### src/hw/spc_pkg.sv
package spc_pkg;

    // ----------------------------------------------------------------
    // register map, byte addresses on the slave bus
    // ----------------------------------------------------------------
    localparam int          ADDR_W      = 8;
    localparam int          DATA_W      = 32;
    localparam logic [7:0]  OFF_CTRL    = 8'h00;
    localparam logic [7:0]  OFF_IRQ_EN  = 8'h04;
    localparam logic [7:0]  OFF_FLAGS   = 8'h08;
    localparam logic [7:0]  OFF_PINCTL  = 8'h0C;
    localparam logic [1:0]  RAM_SEL     = 2'h1;
    localparam int          RAM_WORDS   = 16;

    // ----------------------------------------------------------------
    // field positions and codes
    // ----------------------------------------------------------------
    localparam logic [2:0]  SRC_SLEEP   = 3'h6;
    localparam logic [2:0]  SRC_STATIC  = 3'h7;
    localparam int          EV_ALARM    = 0;
    localparam int          EV_TIMER    = 1;
    localparam int          EV_EXT      = 2;
    localparam int          EV_CMP      = 3;
    localparam int          EV_FAIL     = 4;
    localparam int          NUM_EV      = 5;
    localparam int          FLG_SLEEP   = 5;
    localparam int          FLG_EXTPIN  = 8;
    localparam int          FLG_CMPPIN  = 9;
    localparam int          FLG_ASLEEP  = 10;
    localparam int          SYNC_BITS   = 2;

    // ----------------------------------------------------------------
    // register layouts, bit 0 at the right
    // ----------------------------------------------------------------
    typedef struct packed {
        logic       stop;
        logic       switch_lock;
        logic       static_switch_level;
        logic [2:0] switch_source_select;
        logic       switch_drive_config;
        logic       sleep_reset_enable;
        logic       sleep_request;
    } spc_ctrl_t;

    typedef struct packed {
        logic       timer_run;
        logic       cmp_falling;
        logic       fail_ie;
        logic       cmp_ie;
        logic       ext_ie;
        logic       timer_ie;
        logic       alarm_ie;
    } spc_irq_en_t;

    typedef struct packed {
        logic       bus_pins_disable;
        logic       wake_input_disable;
        logic       rst_sleep_keep;
        logic       clk_sleep_keep;
    } spc_pinctl_t;

    typedef struct packed {
        logic       failure;
        logic       timer;
        logic       alarm;
    } spc_evt_t;

    localparam logic [8:0]  CTRL_RST    = 9'h0B8;
    localparam logic [6:0]  IRQ_EN_RST  = 7'h00;
    localparam logic [3:0]  PINCTL_RST  = 4'h3;

    typedef enum logic [2:0] {
        ST_AWAKE = 3'b001,
        ST_WAIT  = 3'b010,
        ST_SLEEP = 3'b100
    } spc_state_t;

endpackage : spc_pkg

### src/hw/spc_sync.sv
`timescale 1ns/1ns
module spc_sync #(
    parameter int WIDTH = 2
) (
    // clock and reset
    input  wire logic             mclk,
    input  wire logic             reset,
    // pins in, levels out
    input  wire logic [WIDTH-1:0] pin_in,
    output logic      [WIDTH-1:0] level_out
);

    // ----------------------------------------------------------------
    // two flops per pin; first flop feeds only the second
    // ----------------------------------------------------------------
    genvar i;
    generate
        for (i = 0; i < WIDTH; i++) begin : g_bit
            logic meta_q;
            always_ff @(posedge mclk or posedge reset) begin
                if (reset) begin
                    meta_q       <= 1'b0;
                    level_out[i] <= 1'b0;
                end else begin
                    meta_q       <= pin_in[i];
                    level_out[i] <= meta_q;
                end
            end
        end
    endgenerate

endmodule : spc_sync

### src/hw/spc_top.sv
`timescale 1ns/1ns
module spc_top (
    // clock and reset
    input  wire logic                         mclk,
    input  wire logic                         reset,
    // avalon-mm slave
    input  wire logic [spc_pkg::ADDR_W-1:0]   address,
    input  wire logic                         read,
    input  wire logic                         write,
    input  wire logic [spc_pkg::DATA_W-1:0]   writedata,
    input  wire logic [3:0]                   byteenable,
    output logic      [spc_pkg::DATA_W-1:0]   readdata,
    output logic                              waitrequest,
    // wake sources
    input  wire spc_pkg::spc_evt_t            wake_event,
    input  wire logic                         external_wake_input,
    input  wire logic                         comparator_level,
    // power switch pin, open drain when configured
    output logic                              power_switch_output,
    output logic                              power_switch_oe_n,
    // host reset pin
    output logic                              host_reset_n,
    output logic                              host_reset_oe_n,
    // host interrupt pin
    output logic                              host_int_n,
    output logic                              host_int_oe_n,
    // serial bus pin gating
    output logic                              bus_pins_off
);

    // ----------------------------------------------------------------
    // state
    // ----------------------------------------------------------------
    spc_pkg::spc_ctrl_t                 ctrl_q;
    spc_pkg::spc_irq_en_t               irq_en_q;
    spc_pkg::spc_pinctl_t               pinctl_q;
    spc_pkg::spc_state_t                state_q;
    logic [spc_pkg::NUM_EV-1:0]         flags_q;
    logic                               sleep_flag_q;
    logic [spc_pkg::DATA_W-1:0]         ram_q [spc_pkg::RAM_WORDS];
    logic                               ack_q;
    logic [spc_pkg::DATA_W-1:0]         readdata_q;
    logic [1:0]                         pins_s;
    logic                               ext_s;
    logic                               cmp_s;
    logic                               ext_prev_q;
    logic                               cmp_prev_q;
    logic [spc_pkg::NUM_EV-1:0]         ev_set;
    logic [spc_pkg::NUM_EV-1:0]         ev_en;
    logic                               pending;
    logic                               wake_source_armed;
    logic                               asleep;
    logic                               wr_go;
    logic                               rd_go;
    logic                               sel_ram;
    logic [3:0]                         ram_idx;
    logic [spc_pkg::DATA_W-1:0]         wmask;
    logic [spc_pkg::DATA_W-1:0]         wdata_m;
    logic                               psw_level;

    // ----------------------------------------------------------------
    // pin synchronisers
    // ----------------------------------------------------------------
    spc_sync #(.WIDTH(spc_pkg::SYNC_BITS)) u_sync (
        .mclk      (mclk),
        .reset     (reset),
        .pin_in    ({comparator_level, external_wake_input}),
        .level_out (pins_s)
    );
    assign ext_s = pins_s[0];
    assign cmp_s = pins_s[1];

    // ----------------------------------------------------------------
    // bus decode: one wait cycle, then accept
    // ----------------------------------------------------------------
    assign waitrequest = (read | write) & ~ack_q;
    assign wr_go       = write & ack_q;
    assign rd_go       = read & ~ack_q;
    assign sel_ram     = address[7:6] == spc_pkg::RAM_SEL;
    assign ram_idx     = address[5:2];
    assign readdata    = readdata_q;

    always_comb begin
        for (int b = 0; b < 4; b++) begin
            wmask[b*8 +: 8] = {8{byteenable[b]}};
        end
        wdata_m = writedata & wmask;
    end

    always_ff @(posedge mclk or posedge reset) begin
        if (reset) begin
            ack_q <= 1'b0;
        end else begin
            ack_q <= (read | write) & ~ack_q;
        end
    end

    // ----------------------------------------------------------------
    // wake events and pending interrupt
    // ----------------------------------------------------------------
    assign asleep = state_q == spc_pkg::ST_SLEEP;

    always_comb begin
        ev_set                    = '0;
        ev_set[spc_pkg::EV_ALARM] = wake_event.alarm;
        ev_set[spc_pkg::EV_TIMER] = wake_event.timer;
        // disabled wake input is ignored while asleep
        ev_set[spc_pkg::EV_EXT]   = ext_s & ~ext_prev_q
                                    & ~(asleep & pinctl_q.wake_input_disable);
        ev_set[spc_pkg::EV_CMP]   = irq_en_q.cmp_falling ? (cmp_prev_q & ~cmp_s)
                                                          : (cmp_s & ~cmp_prev_q);
        ev_set[spc_pkg::EV_FAIL]  = wake_event.failure;
        ev_en                     = '0;
        ev_en[spc_pkg::EV_ALARM]  = irq_en_q.alarm_ie;
        ev_en[spc_pkg::EV_TIMER]  = irq_en_q.timer_ie & irq_en_q.timer_run;
        ev_en[spc_pkg::EV_EXT]    = irq_en_q.ext_ie;
        ev_en[spc_pkg::EV_CMP]    = irq_en_q.cmp_ie;
        ev_en[spc_pkg::EV_FAIL]   = irq_en_q.fail_ie;
    end

    assign pending           = |(flags_q & ev_en);
    assign wake_source_armed = |ev_en;

    always_ff @(posedge mclk or posedge reset) begin
        if (reset) begin
            ext_prev_q <= 1'b0;
            cmp_prev_q <= 1'b0;
        end else begin
            ext_prev_q <= ext_s;
            cmp_prev_q <= cmp_s;
        end
    end

    // set wins over a same-cycle write-one clear
    always_ff @(posedge mclk or posedge reset) begin
        if (reset) begin
            flags_q <= '0;
        end else if (wr_go && address == spc_pkg::OFF_FLAGS) begin
            flags_q <= (flags_q & ~wdata_m[spc_pkg::NUM_EV-1:0]) | ev_set;
        end else begin
            flags_q <= flags_q | ev_set;
        end
    end

    // ----------------------------------------------------------------
    // sleep sequencer
    // ----------------------------------------------------------------
    always_ff @(posedge mclk or posedge reset) begin
        if (reset) begin
            state_q <= spc_pkg::ST_AWAKE;
        end else begin
            case (state_q)
                spc_pkg::ST_AWAKE: begin
                    if (ctrl_q.sleep_request) begin
                        state_q <= spc_pkg::ST_WAIT;
                    end
                end
                spc_pkg::ST_WAIT: begin
                    // a trigger before sleep aborts the entry
                    state_q <= pending ? spc_pkg::ST_AWAKE : spc_pkg::ST_SLEEP;
                end
                spc_pkg::ST_SLEEP: begin
                    if (pending) begin
                        state_q <= spc_pkg::ST_AWAKE;
                    end
                end
                default: state_q <= spc_pkg::ST_AWAKE;
            endcase
        end
    end

    always_ff @(posedge mclk or posedge reset) begin
        if (reset) begin
            sleep_flag_q <= 1'b0;
        end else if (state_q == spc_pkg::ST_WAIT && !pending) begin
            sleep_flag_q <= 1'b1;
        end else if (wr_go && address == spc_pkg::OFF_FLAGS && byteenable[0]
                     && writedata[spc_pkg::FLG_SLEEP]) begin
            sleep_flag_q <= 1'b0;
        end
    end

    // ----------------------------------------------------------------
    // software registers
    // ----------------------------------------------------------------
    always_ff @(posedge mclk or posedge reset) begin
        if (reset) begin
            ctrl_q <= spc_pkg::CTRL_RST;
        end else begin
            if (wr_go && address == spc_pkg::OFF_CTRL && byteenable[0]) begin
                ctrl_q.sleep_reset_enable   <= writedata[1];
                ctrl_q.switch_drive_config  <= writedata[2];
                ctrl_q.switch_source_select <= writedata[5:3];
                ctrl_q.switch_lock          <= writedata[7];
                // raising the static level needs the lock clear first
                if (!writedata[6] || !ctrl_q.switch_lock) begin
                    ctrl_q.static_switch_level <= writedata[6];
                end
                // refused while stopped, unarmed or pending
                if (writedata[0] && !ctrl_q.stop && wake_source_armed && !pending) begin
                    ctrl_q.sleep_request <= 1'b1;
                end else if (!writedata[0]) begin
                    ctrl_q.sleep_request <= 1'b0;
                end
            end
            if (wr_go && address == spc_pkg::OFF_CTRL && byteenable[1]) begin
                ctrl_q.stop <= writedata[8];
            end
            if ((state_q == spc_pkg::ST_WAIT && pending)
                || (asleep && pending)) begin
                ctrl_q.sleep_request <= 1'b0;
            end
        end
    end

    always_ff @(posedge mclk or posedge reset) begin
        if (reset) begin
            irq_en_q <= spc_pkg::IRQ_EN_RST;
            pinctl_q <= spc_pkg::PINCTL_RST;
        end else if (wr_go && byteenable[0]) begin
            if (address == spc_pkg::OFF_IRQ_EN) begin
                irq_en_q <= writedata[6:0];
            end
            if (address == spc_pkg::OFF_PINCTL) begin
                pinctl_q <= writedata[3:0];
            end
        end
    end

    // user memory has no state gating at all
    always_ff @(posedge mclk) begin
        if (wr_go && sel_ram) begin
            ram_q[ram_idx] <= (ram_q[ram_idx] & ~wmask) | wdata_m;
        end
    end

    always_ff @(posedge mclk or posedge reset) begin
        if (reset) begin
            readdata_q <= '0;
        end else if (rd_go) begin
            readdata_q <= '0;
            if (sel_ram) begin
                readdata_q <= ram_q[ram_idx];
            end else begin
                case (address)
                    spc_pkg::OFF_CTRL:   readdata_q[8:0] <= ctrl_q;
                    spc_pkg::OFF_IRQ_EN: readdata_q[6:0] <= irq_en_q;
                    spc_pkg::OFF_PINCTL: readdata_q[3:0] <= pinctl_q;
                    spc_pkg::OFF_FLAGS: begin
                        readdata_q[spc_pkg::NUM_EV-1:0]  <= flags_q;
                        readdata_q[spc_pkg::FLG_SLEEP]   <= sleep_flag_q;
                        readdata_q[spc_pkg::FLG_EXTPIN]  <= ext_s;
                        readdata_q[spc_pkg::FLG_CMPPIN]  <= cmp_s;
                        readdata_q[spc_pkg::FLG_ASLEEP]  <= asleep;
                    end
                    default: readdata_q <= '0;
                endcase
            end
        end
    end

    // ----------------------------------------------------------------
    // pin drivers, registered so the switch never glitches
    // ----------------------------------------------------------------
    always_comb begin
        case (ctrl_q.switch_source_select)
            spc_pkg::SRC_SLEEP:  psw_level = asleep;
            spc_pkg::SRC_STATIC: psw_level = ctrl_q.static_switch_level;
            default:             psw_level = 1'b0;
        endcase
    end

    always_ff @(posedge mclk or posedge reset) begin
        if (reset) begin
            power_switch_output <= 1'b0;
            power_switch_oe_n   <= 1'b0;
        end else if (ctrl_q.switch_drive_config) begin
            // open drain: pulled to ground closed, released open
            power_switch_output <= 1'b0;
            power_switch_oe_n   <= psw_level;
        end else begin
            power_switch_output <= psw_level;
            power_switch_oe_n   <= 1'b0;
        end
    end

    always_ff @(posedge mclk or posedge reset) begin
        if (reset) begin
            host_reset_n    <= 1'b1;
            host_reset_oe_n <= 1'b0;
            host_int_n      <= 1'b1;
            host_int_oe_n   <= 1'b0;
            bus_pins_off    <= 1'b0;
        end else begin
            // pushed high when awake so no pull-up is needed
            host_reset_n    <= ~(asleep & ctrl_q.sleep_reset_enable);
            host_reset_oe_n <= asleep & ~pinctl_q.rst_sleep_keep;
            host_int_n      <= ~pending;
            host_int_oe_n   <= asleep & ~pinctl_q.clk_sleep_keep;
            bus_pins_off    <= asleep & pinctl_q.bus_pins_disable;
        end
    end
endmodule : spc_top

### config.mk
export PLATFORM = sky130hd
export DESIGN_NAME = spc_top
export DESIGN_NICKNAME = d
export VERILOG_FILES = /design/src/hw/spc_pkg.sv /design/src/hw/spc_sync.sv /design/src/hw/spc_top.sv
export SDC_FILE = /design/constraint.sdc
export NUM_CORES = 1
export LEC_CHECK = 0
export ABC_AREA = 1
export BUFFER_PORTS_ARGS = -buffer_cell sky130_fd_sc_hd__buf_2
export CORE_ASPECT_RATIO = 1.25
export CORE_MARGIN = 3
export CORE_UTILIZATION = 32
export CTS_CLUSTER_DIAMETER = 60
export DETAILED_ROUTE_END_ITERATION = 12
export GPL_TIMING_DRIVEN = 0
export PLACE_DENSITY = 0.48
export SKIP_LAST_GASP = 1
export SLEW_MARGIN = 20
export SYNTH_ARGS = -nofsm -noshare
export SYNTH_HDL_FRONTEND = slang
export SYNTH_SLANG_ARGS = --single-unit
export TNS_END_PERCENT = 1
### constraint.sdc
create_clock -name mclk -period 2.45 [get_ports mclk]
set_input_delay 0 -clock mclk [delete_from_list [all_inputs] [get_ports mclk]]
set_output_delay 0 -clock mclk [all_outputs]
set_load 0.01 [all_outputs]
==> reports/metrics.csv, run 1 <==
metric;value;unit
status;complete, but fails checks;
failing checks;setup timing;
Port Buffers;89;
fin worst setup slack;-41.13;ps
worst reg2reg path depth;6;
total power;22.71;mW
hold path depth;7;
max-cap viol count;0;
Area growth syn-to-layout;20.28;%
FFs w/ async S/R, synth;12.78;%
WL per Instance;20.34;um
compound-gate portion of the synthesized area;1.054;%
CTS Root Cell;clkbuf_16;
skew final;29.32;ps
Total Routing Usage GR;18.51;%
Core Box Area;75250;um2
Tmin final;2491;ps
worst-case clock buffer depth;3;
crit path kind;flip-flop to flip-flop;
nets;2622;
max-slew violations;0;
clock share of power;44.0;%
hold_ws;14.63;ps
PD cells;772.1;nW/um2
most used cell along the critical path;nand2_1;
Peak VDD IR;0.4338;mV
vias post-DR;16740;
Sink Count;587;
H-tree Lvls;3;
Hold Path Class;input port to flip-flop;
cell with the most instances after synthesis;nand2_1;
Yosys reg bits;587;
Ys Warns;0;
RSZ-0062 raised after global routing;true;
CTS buffer count;66;
Overflow after GRT;0;
P_int;17.50;mW
final-report setup violation count;4;
top cell type's share of synthesized area;62.88;%
crit-path max FO;10;
max_slew headroom;25.51;%
synth cell count leaders;nand2_1 (1333), edfxtp_1 (512), nand3_1 (124);
Synth Area per Inst;10.42;um2
fillers;7249;
antenna violations before repair;1;
Initial Util;32.49;%
number of synthesized flops with an enable pin;512;
vias in the first global route;16730;
first-pass GRT wire length;108200;um
switching share of power;22.93;%
sequential share of the synthesized area;70.60;%
largest family of logic cells by synthesized area;simple AND/OR/NAND/NOR gates;
area share of fa/ha/maj cells after synthesis;0;%
Clock Pin Slew Worst Setup and Hold Paths;60;ps
Core Util, Final;39.08;%
Switching Power;5.208;mW
CP required;3000;ps
I/O pin total;93;
TritonCTS clock tree;built;
Final Hold Fails;0;
Post-Synth Simple-Gate Area;24.54;%
Leakage;12.23;nW
Sequential Power Share;49.1;%
Worst setup EP type;flip-flop;
Final TNS setup;-56.35;ps
pin count of the biggest net entering global routing;58;
Avg Vias per Cell;4.665;
Post-Synth XOR/XNOR Area;0;%
top cells by area, synth;edfxtp_1 (63%), nand2_1 (20%), dfrtp_1 (6.8%);
dpl cell area;26820;um2
maximum clock frequency;401.4;MHz
DRC;0;
die area;79780;um2
Post-DRT Antenna Nets;0;
Worst-Skew Late Latency;600;ps
Post-Syn Instances;2347;
row cnt;112;
Detailed Route Iter0 Violations;1090;
Comb power frac;7.0;%
leading area contributor after synthesis;edfxtp_1;
Worst EP arrival;3040;ps
top_reg_cell synth;edfxtp_1;
Post-DP HPWL;49800;um
ratio of cells with drive above 1 in the final layout;14.01;%
gpl congestion;0.8592;
First-pass DRT Iterations;5;
Slew @ Worst Pin;1117;ps
post-synthesis instance area;24450;um2
multiplexer share of the synthesized area;0.04094;%
Unique masters post-synth;36;
crit share post-route;101.7;%
final wirelength;73010;um
CP Cell Sequence;nor2_1 -> clkinv_1 -> nor2_2 -> buf_2 -> nand2_1 -> nand2_1;
cell area after layout;29410;um2
Die Width;253.2;um
Startpoint Class;flip-flop;
Die H;315.1;um
slowest stage delay, CP;710;ps
crit path max-delay cell type;nor2_2;
Mapped Nets;2400;
==> per-layer routing <==
| metal | wire (um) | global-route usage (%) |
|---|---|---|
| met5 | 0 | 0 |
| met1 | 31590 | 23.85 |
| met4 | 1930 | 6.189 |
| met2 | 36270 | 32.27 |
| met3 | 3223 | 2.343 |
==> logic make-up after synthesis <==
family / count (synthesis)
muxes: 1
AOI/OAI and AO/OA: 47
DFF: 587
and+or+nand+nor: 1523
buffers and inverters: 189
==> repair_timing <==
action | 4_1_cts | 5_1_grt
gates cloned | 0 | 0
pin swaps | 1 | 1
gates resized for setup | 0 | 0
endpoints found under the setup margin | 38 | 186
setup buffers | 2 | 2
hold buffers | 36 | 0
endpoints found under the hold margin | 110 | 0
==> sequential cells by signal (all words and copies together) (netlist names), 2 cells and up <==
name                 cells
pinctl_q                 4
u_sync.level_out         2
state_q                  3
ram_q                  512
flags_q                  5
ev_en                    4
readdata                32
u_sync.g_bit.meta_q      2
irq_en_q                 3
ctrl_q                   9
==> through the flow <==
step,instances,setup slack (ps)
finish,3589,-41.13
global route,3588,-151.8
CTS,3586,-70.91
detailed placement,3430,-508.1
global placement,3405,-2773
floorplan,2347,-108.7
==> power groups by stage <==
stage | Combinational [mW] | Clock [mW] | Sequential, mW
2_1_floorplan | 0.858 | 0 | 11.4
3_3_place_gp | 1.53 | 0 | 11.3
3_5_place_dp | 1.58 | 0 | 11.3
4_1_cts | 1.62 | 10.2 | 11.1
5_1_grt | 1.77 | 10.6 | 11.1
6_report | 1.58 | 9.98 | 11.1
==> cell usage in the layout, fill, tap and decap left out, types with 25 or more instances in the layout <==
master	netlist	layout
dfrtp_1	66	66
dlygate4sd3_1	0	36
buf_2	56	145
nand3_1	124	124
nand2_1	1333	1333
clkbuf_16	0	69
inv_1	58	57
edfxtp_1	512	512
nor2_1	42	26
clkbuf_1	17	29
o21ai_1	27	25
==> final cells by class <==
cell class                      instances  area, um2  share of cell area (%)
Buffer                                100      576.8                   1.961
Sequential cell                       587      17260                   58.70
Clock buffer                           88       1868                   6.352
Multi-Input combinational cell       1571       6404                   21.77
Antenna cell                            1      2.502                0.008508
Tap cell                              969       1212                   4.122
Inverter                               89      347.8                   1.183
Timing Repair Buffer                  154       1424                   4.841
Clock inverter                         30      312.8                   1.064
==> final timing paths <==
kind                                        start                   to  slack [ps]
max                                         ack_q          readdata[4]         -40
min                                    address[0]          pinctl_q[0]          10
max reg2reg                                 ack_q          readdata[4]         -40
min reg2reg                u_sync.g_bit[0].meta_q  u_sync.level_out[0]         360
max in group asynchronous                   reset           state_q[0]        1280
min in group asynchronous                   reset           flags_q[3]         510
==> critical path: cells and delay by family (launching register included) <==
family | cells | cell delay [ps]
buffers and inverters | 2 | 830
DFF | 1 | 390
and+or+nand+nor | 4 | 1200
No activity file was read; power rests on OpenSTA's default activity.
==> inputs of run 2 (changes only) <==
--- a/config.mk
+++ b/config.mk
@@ -12,7 +12,6 @@
 export CORE_UTILIZATION = 32
 export CTS_CLUSTER_DIAMETER = 60
 export DETAILED_ROUTE_END_ITERATION = 12
-export GPL_TIMING_DRIVEN = 0
 export PLACE_DENSITY = 0.48
 export SKIP_LAST_GASP = 1
 export SLEW_MARGIN = 20
==> run 2 against run 1 <==
- the run now ends clean
- sequential power about the same
- register-to-register slack gained 270 ps
- hold slack better by 28 ps
- combinational power barely moved
- routed wire length decreased by 4.7%
- fmax up 12%
- via count rose by 0.78%
- first-iteration DRC count rose by 6.1%
- critical path type unchanged
==> reports/metrics.csv, run 2 (synthesized netlist as in run 1, its figures left out) <==
metric;value;unit;change
status;completed;;
CP required;2690;ps;-310 ps
Post-DP HPWL;40970;um;-18%
Worst-Skew Late Latency;610;ps;about the same
Worst setup EP type;flip-flop;;
fillers;7326;;+1.1%
gpl congestion;0.8243;;-4.1%
WL per Instance;19.54;um;-4.0%
Post-DRT Antenna Nets;0;;unchanged
Clock Pin Slew Worst Setup and Hold Paths;60;ps;about the same
Post-Layout Cell Count;3560;;-0.81%
Port Buffers;92;;+3.4%
Avg Vias per Cell;4.740;;+1.6%
Initial Util;32.49;%;unchanged
Startpoint Class;flip-flop;;
Detailed Route Iter0 Violations;1156;;+6.1%
Die Width;253.2;um;unchanged
PD cells;779.7;nW/um2;+0.98%
ratio of cells with drive above 1 in the final layout;13.17;%;-0.85 points
most frequent cells in the layout;nand2_1 (1333), edfxtp_1 (512), nand3_1 (124);;
Overflow after GRT;0;;unchanged
placed cell count;3397;;-0.96%
Peak VDD IR;0.3815;mV;-12%
commonest non-fill, non-tap cell in the layout;nand2_1;;
Core Util, Final;38.81;%;-0.27 points
skew final;30.74;ps;+1.418 ps
row cnt;112;;unchanged
Worst EP arrival;2460;ps;-580 ps
dpl cell area;26600;um2;-0.82%
Core Box Area;75250;um2;unchanged
CTS Root Cell;clkbuf_16;;
Slew @ Worst Pin;766.7;ps;-350.7 ps
H-tree Lvls;3;;unchanged
crit-path max FO;20;;+10
crit share post-route;90.68;%;-11 points
crit path kind;flip-flop to flip-flop;;
maximum clock frequency;450.1;MHz;+12%
cell area after layout;29210;um2;-0.69%
hold_ws;42.67;ps;+28.04 ps
nets;2589;;-1.3%
Sink Count;587;;unchanged
antenna violations before repair;1;;unchanged
vias in the first global route;16880;;+0.88%
I/O pin total;93;;unchanged
Total Routing Usage GR;17.75;%;-0.76 points
TritonCTS clock tree;built;;
max_slew headroom;48.77;%;+23 points
first-pass GRT wire length;105700;um;-2.3%
RSZ-0062 raised after global routing;false;;
max-cap viol count;0;;unchanged
pin count of the biggest net entering global routing;100;;+72%
Leakage;12.13;nW;-0.81%
register with the most flip-flops;ram_q;;
final wirelength;69560;um;-4.7%
First-pass DRT Iterations;5;;unchanged
Area growth syn-to-layout;19.46;%;
worst-case clock buffer depth;3;;unchanged
CTS buffer count;67;;+1.5%
DRC;0;;unchanged
max FFs per register;512;;unchanged
Tmin final;2222;ps;-269.4 ps
Reg2Reg Setup Slack;230;ps;+270 ps
final-report setup violation count;0;;-4
die area;79780;um2;unchanged
Final Hold Fails;0;;unchanged
max-slew violations;0;;unchanged
Die H;315.1;um;unchanged
total power;22.77;mW;+0.29%
Hold Path Class;input port to async pin;;
vias post-DR;16870;;+0.78%
run 2: worst paths after layout:
check	startpoint	endpoint	depth (start not counted)
worst max-delay path	ack_q	ram_q[0][23]	5
worst min-delay path	reset	readdata[2]	3
worst max register to register	ack_q	ram_q[0][23]	5
worst min register to register	u_sync.g_bit[1].meta_q	u_sync.level_out[1]	0
max in group asynchronous	reset	state_q[0]	4
min in group mclk	external_wake_input	u_sync.g_bit[0].meta_q	2
run 2: worst max-delay path, cell delays in order (launching register included):
cell and delay [ps]:
dfrtp_1 360, nand2_1 90, nor2_1 440, nand2_1 370, nor2_4 170, buf_4 390
run 2: power by group:
group | switching (mW) | internal [mW]
sequential | 0.0436 | 11.1
clock | 4.03 | 6.05
combinational | 1.11 | 0.445
run 2: per-layer routing:
metal	vias up	GRT usage, %	wire length [um]
li1	8061	-	-
met1	8236	23.84	31160
met2	475	29.61	33200
met3	100	2.599	3495
met4	2	5.625	1612
met5	-	0.8075	88
run 2: timing repair:
item                                   CTS  global route
hold buffers                            39             0
buffers inserted                         0             0
gates resized for setup                  0             0
endpoints found under the hold margin  338             0
run 2: layout make-up:
cell class,instances,area (um2),share of cell area [%]
Sequential cell,587,17260,59.10
Multi-Input combinational cell,1571,6394,21.89
Tap cell,969,1212,4.151
Clock buffer,93,1847,6.323
Timing Repair Buffer,220,1775,6.079
Inverter,89,350.3,1.199
Antenna cell,1,2.502,0.008568
Clock inverter,30,364.1,1.247
run 2: stage by stage:
step                TNS, ps  setup WS (ps)
global route              0          163.0
global placement          0          238.5
CTS                       0          265.3
finish                    0          228.3
floorplan            -41640         -108.7
detailed placement        0          251.7
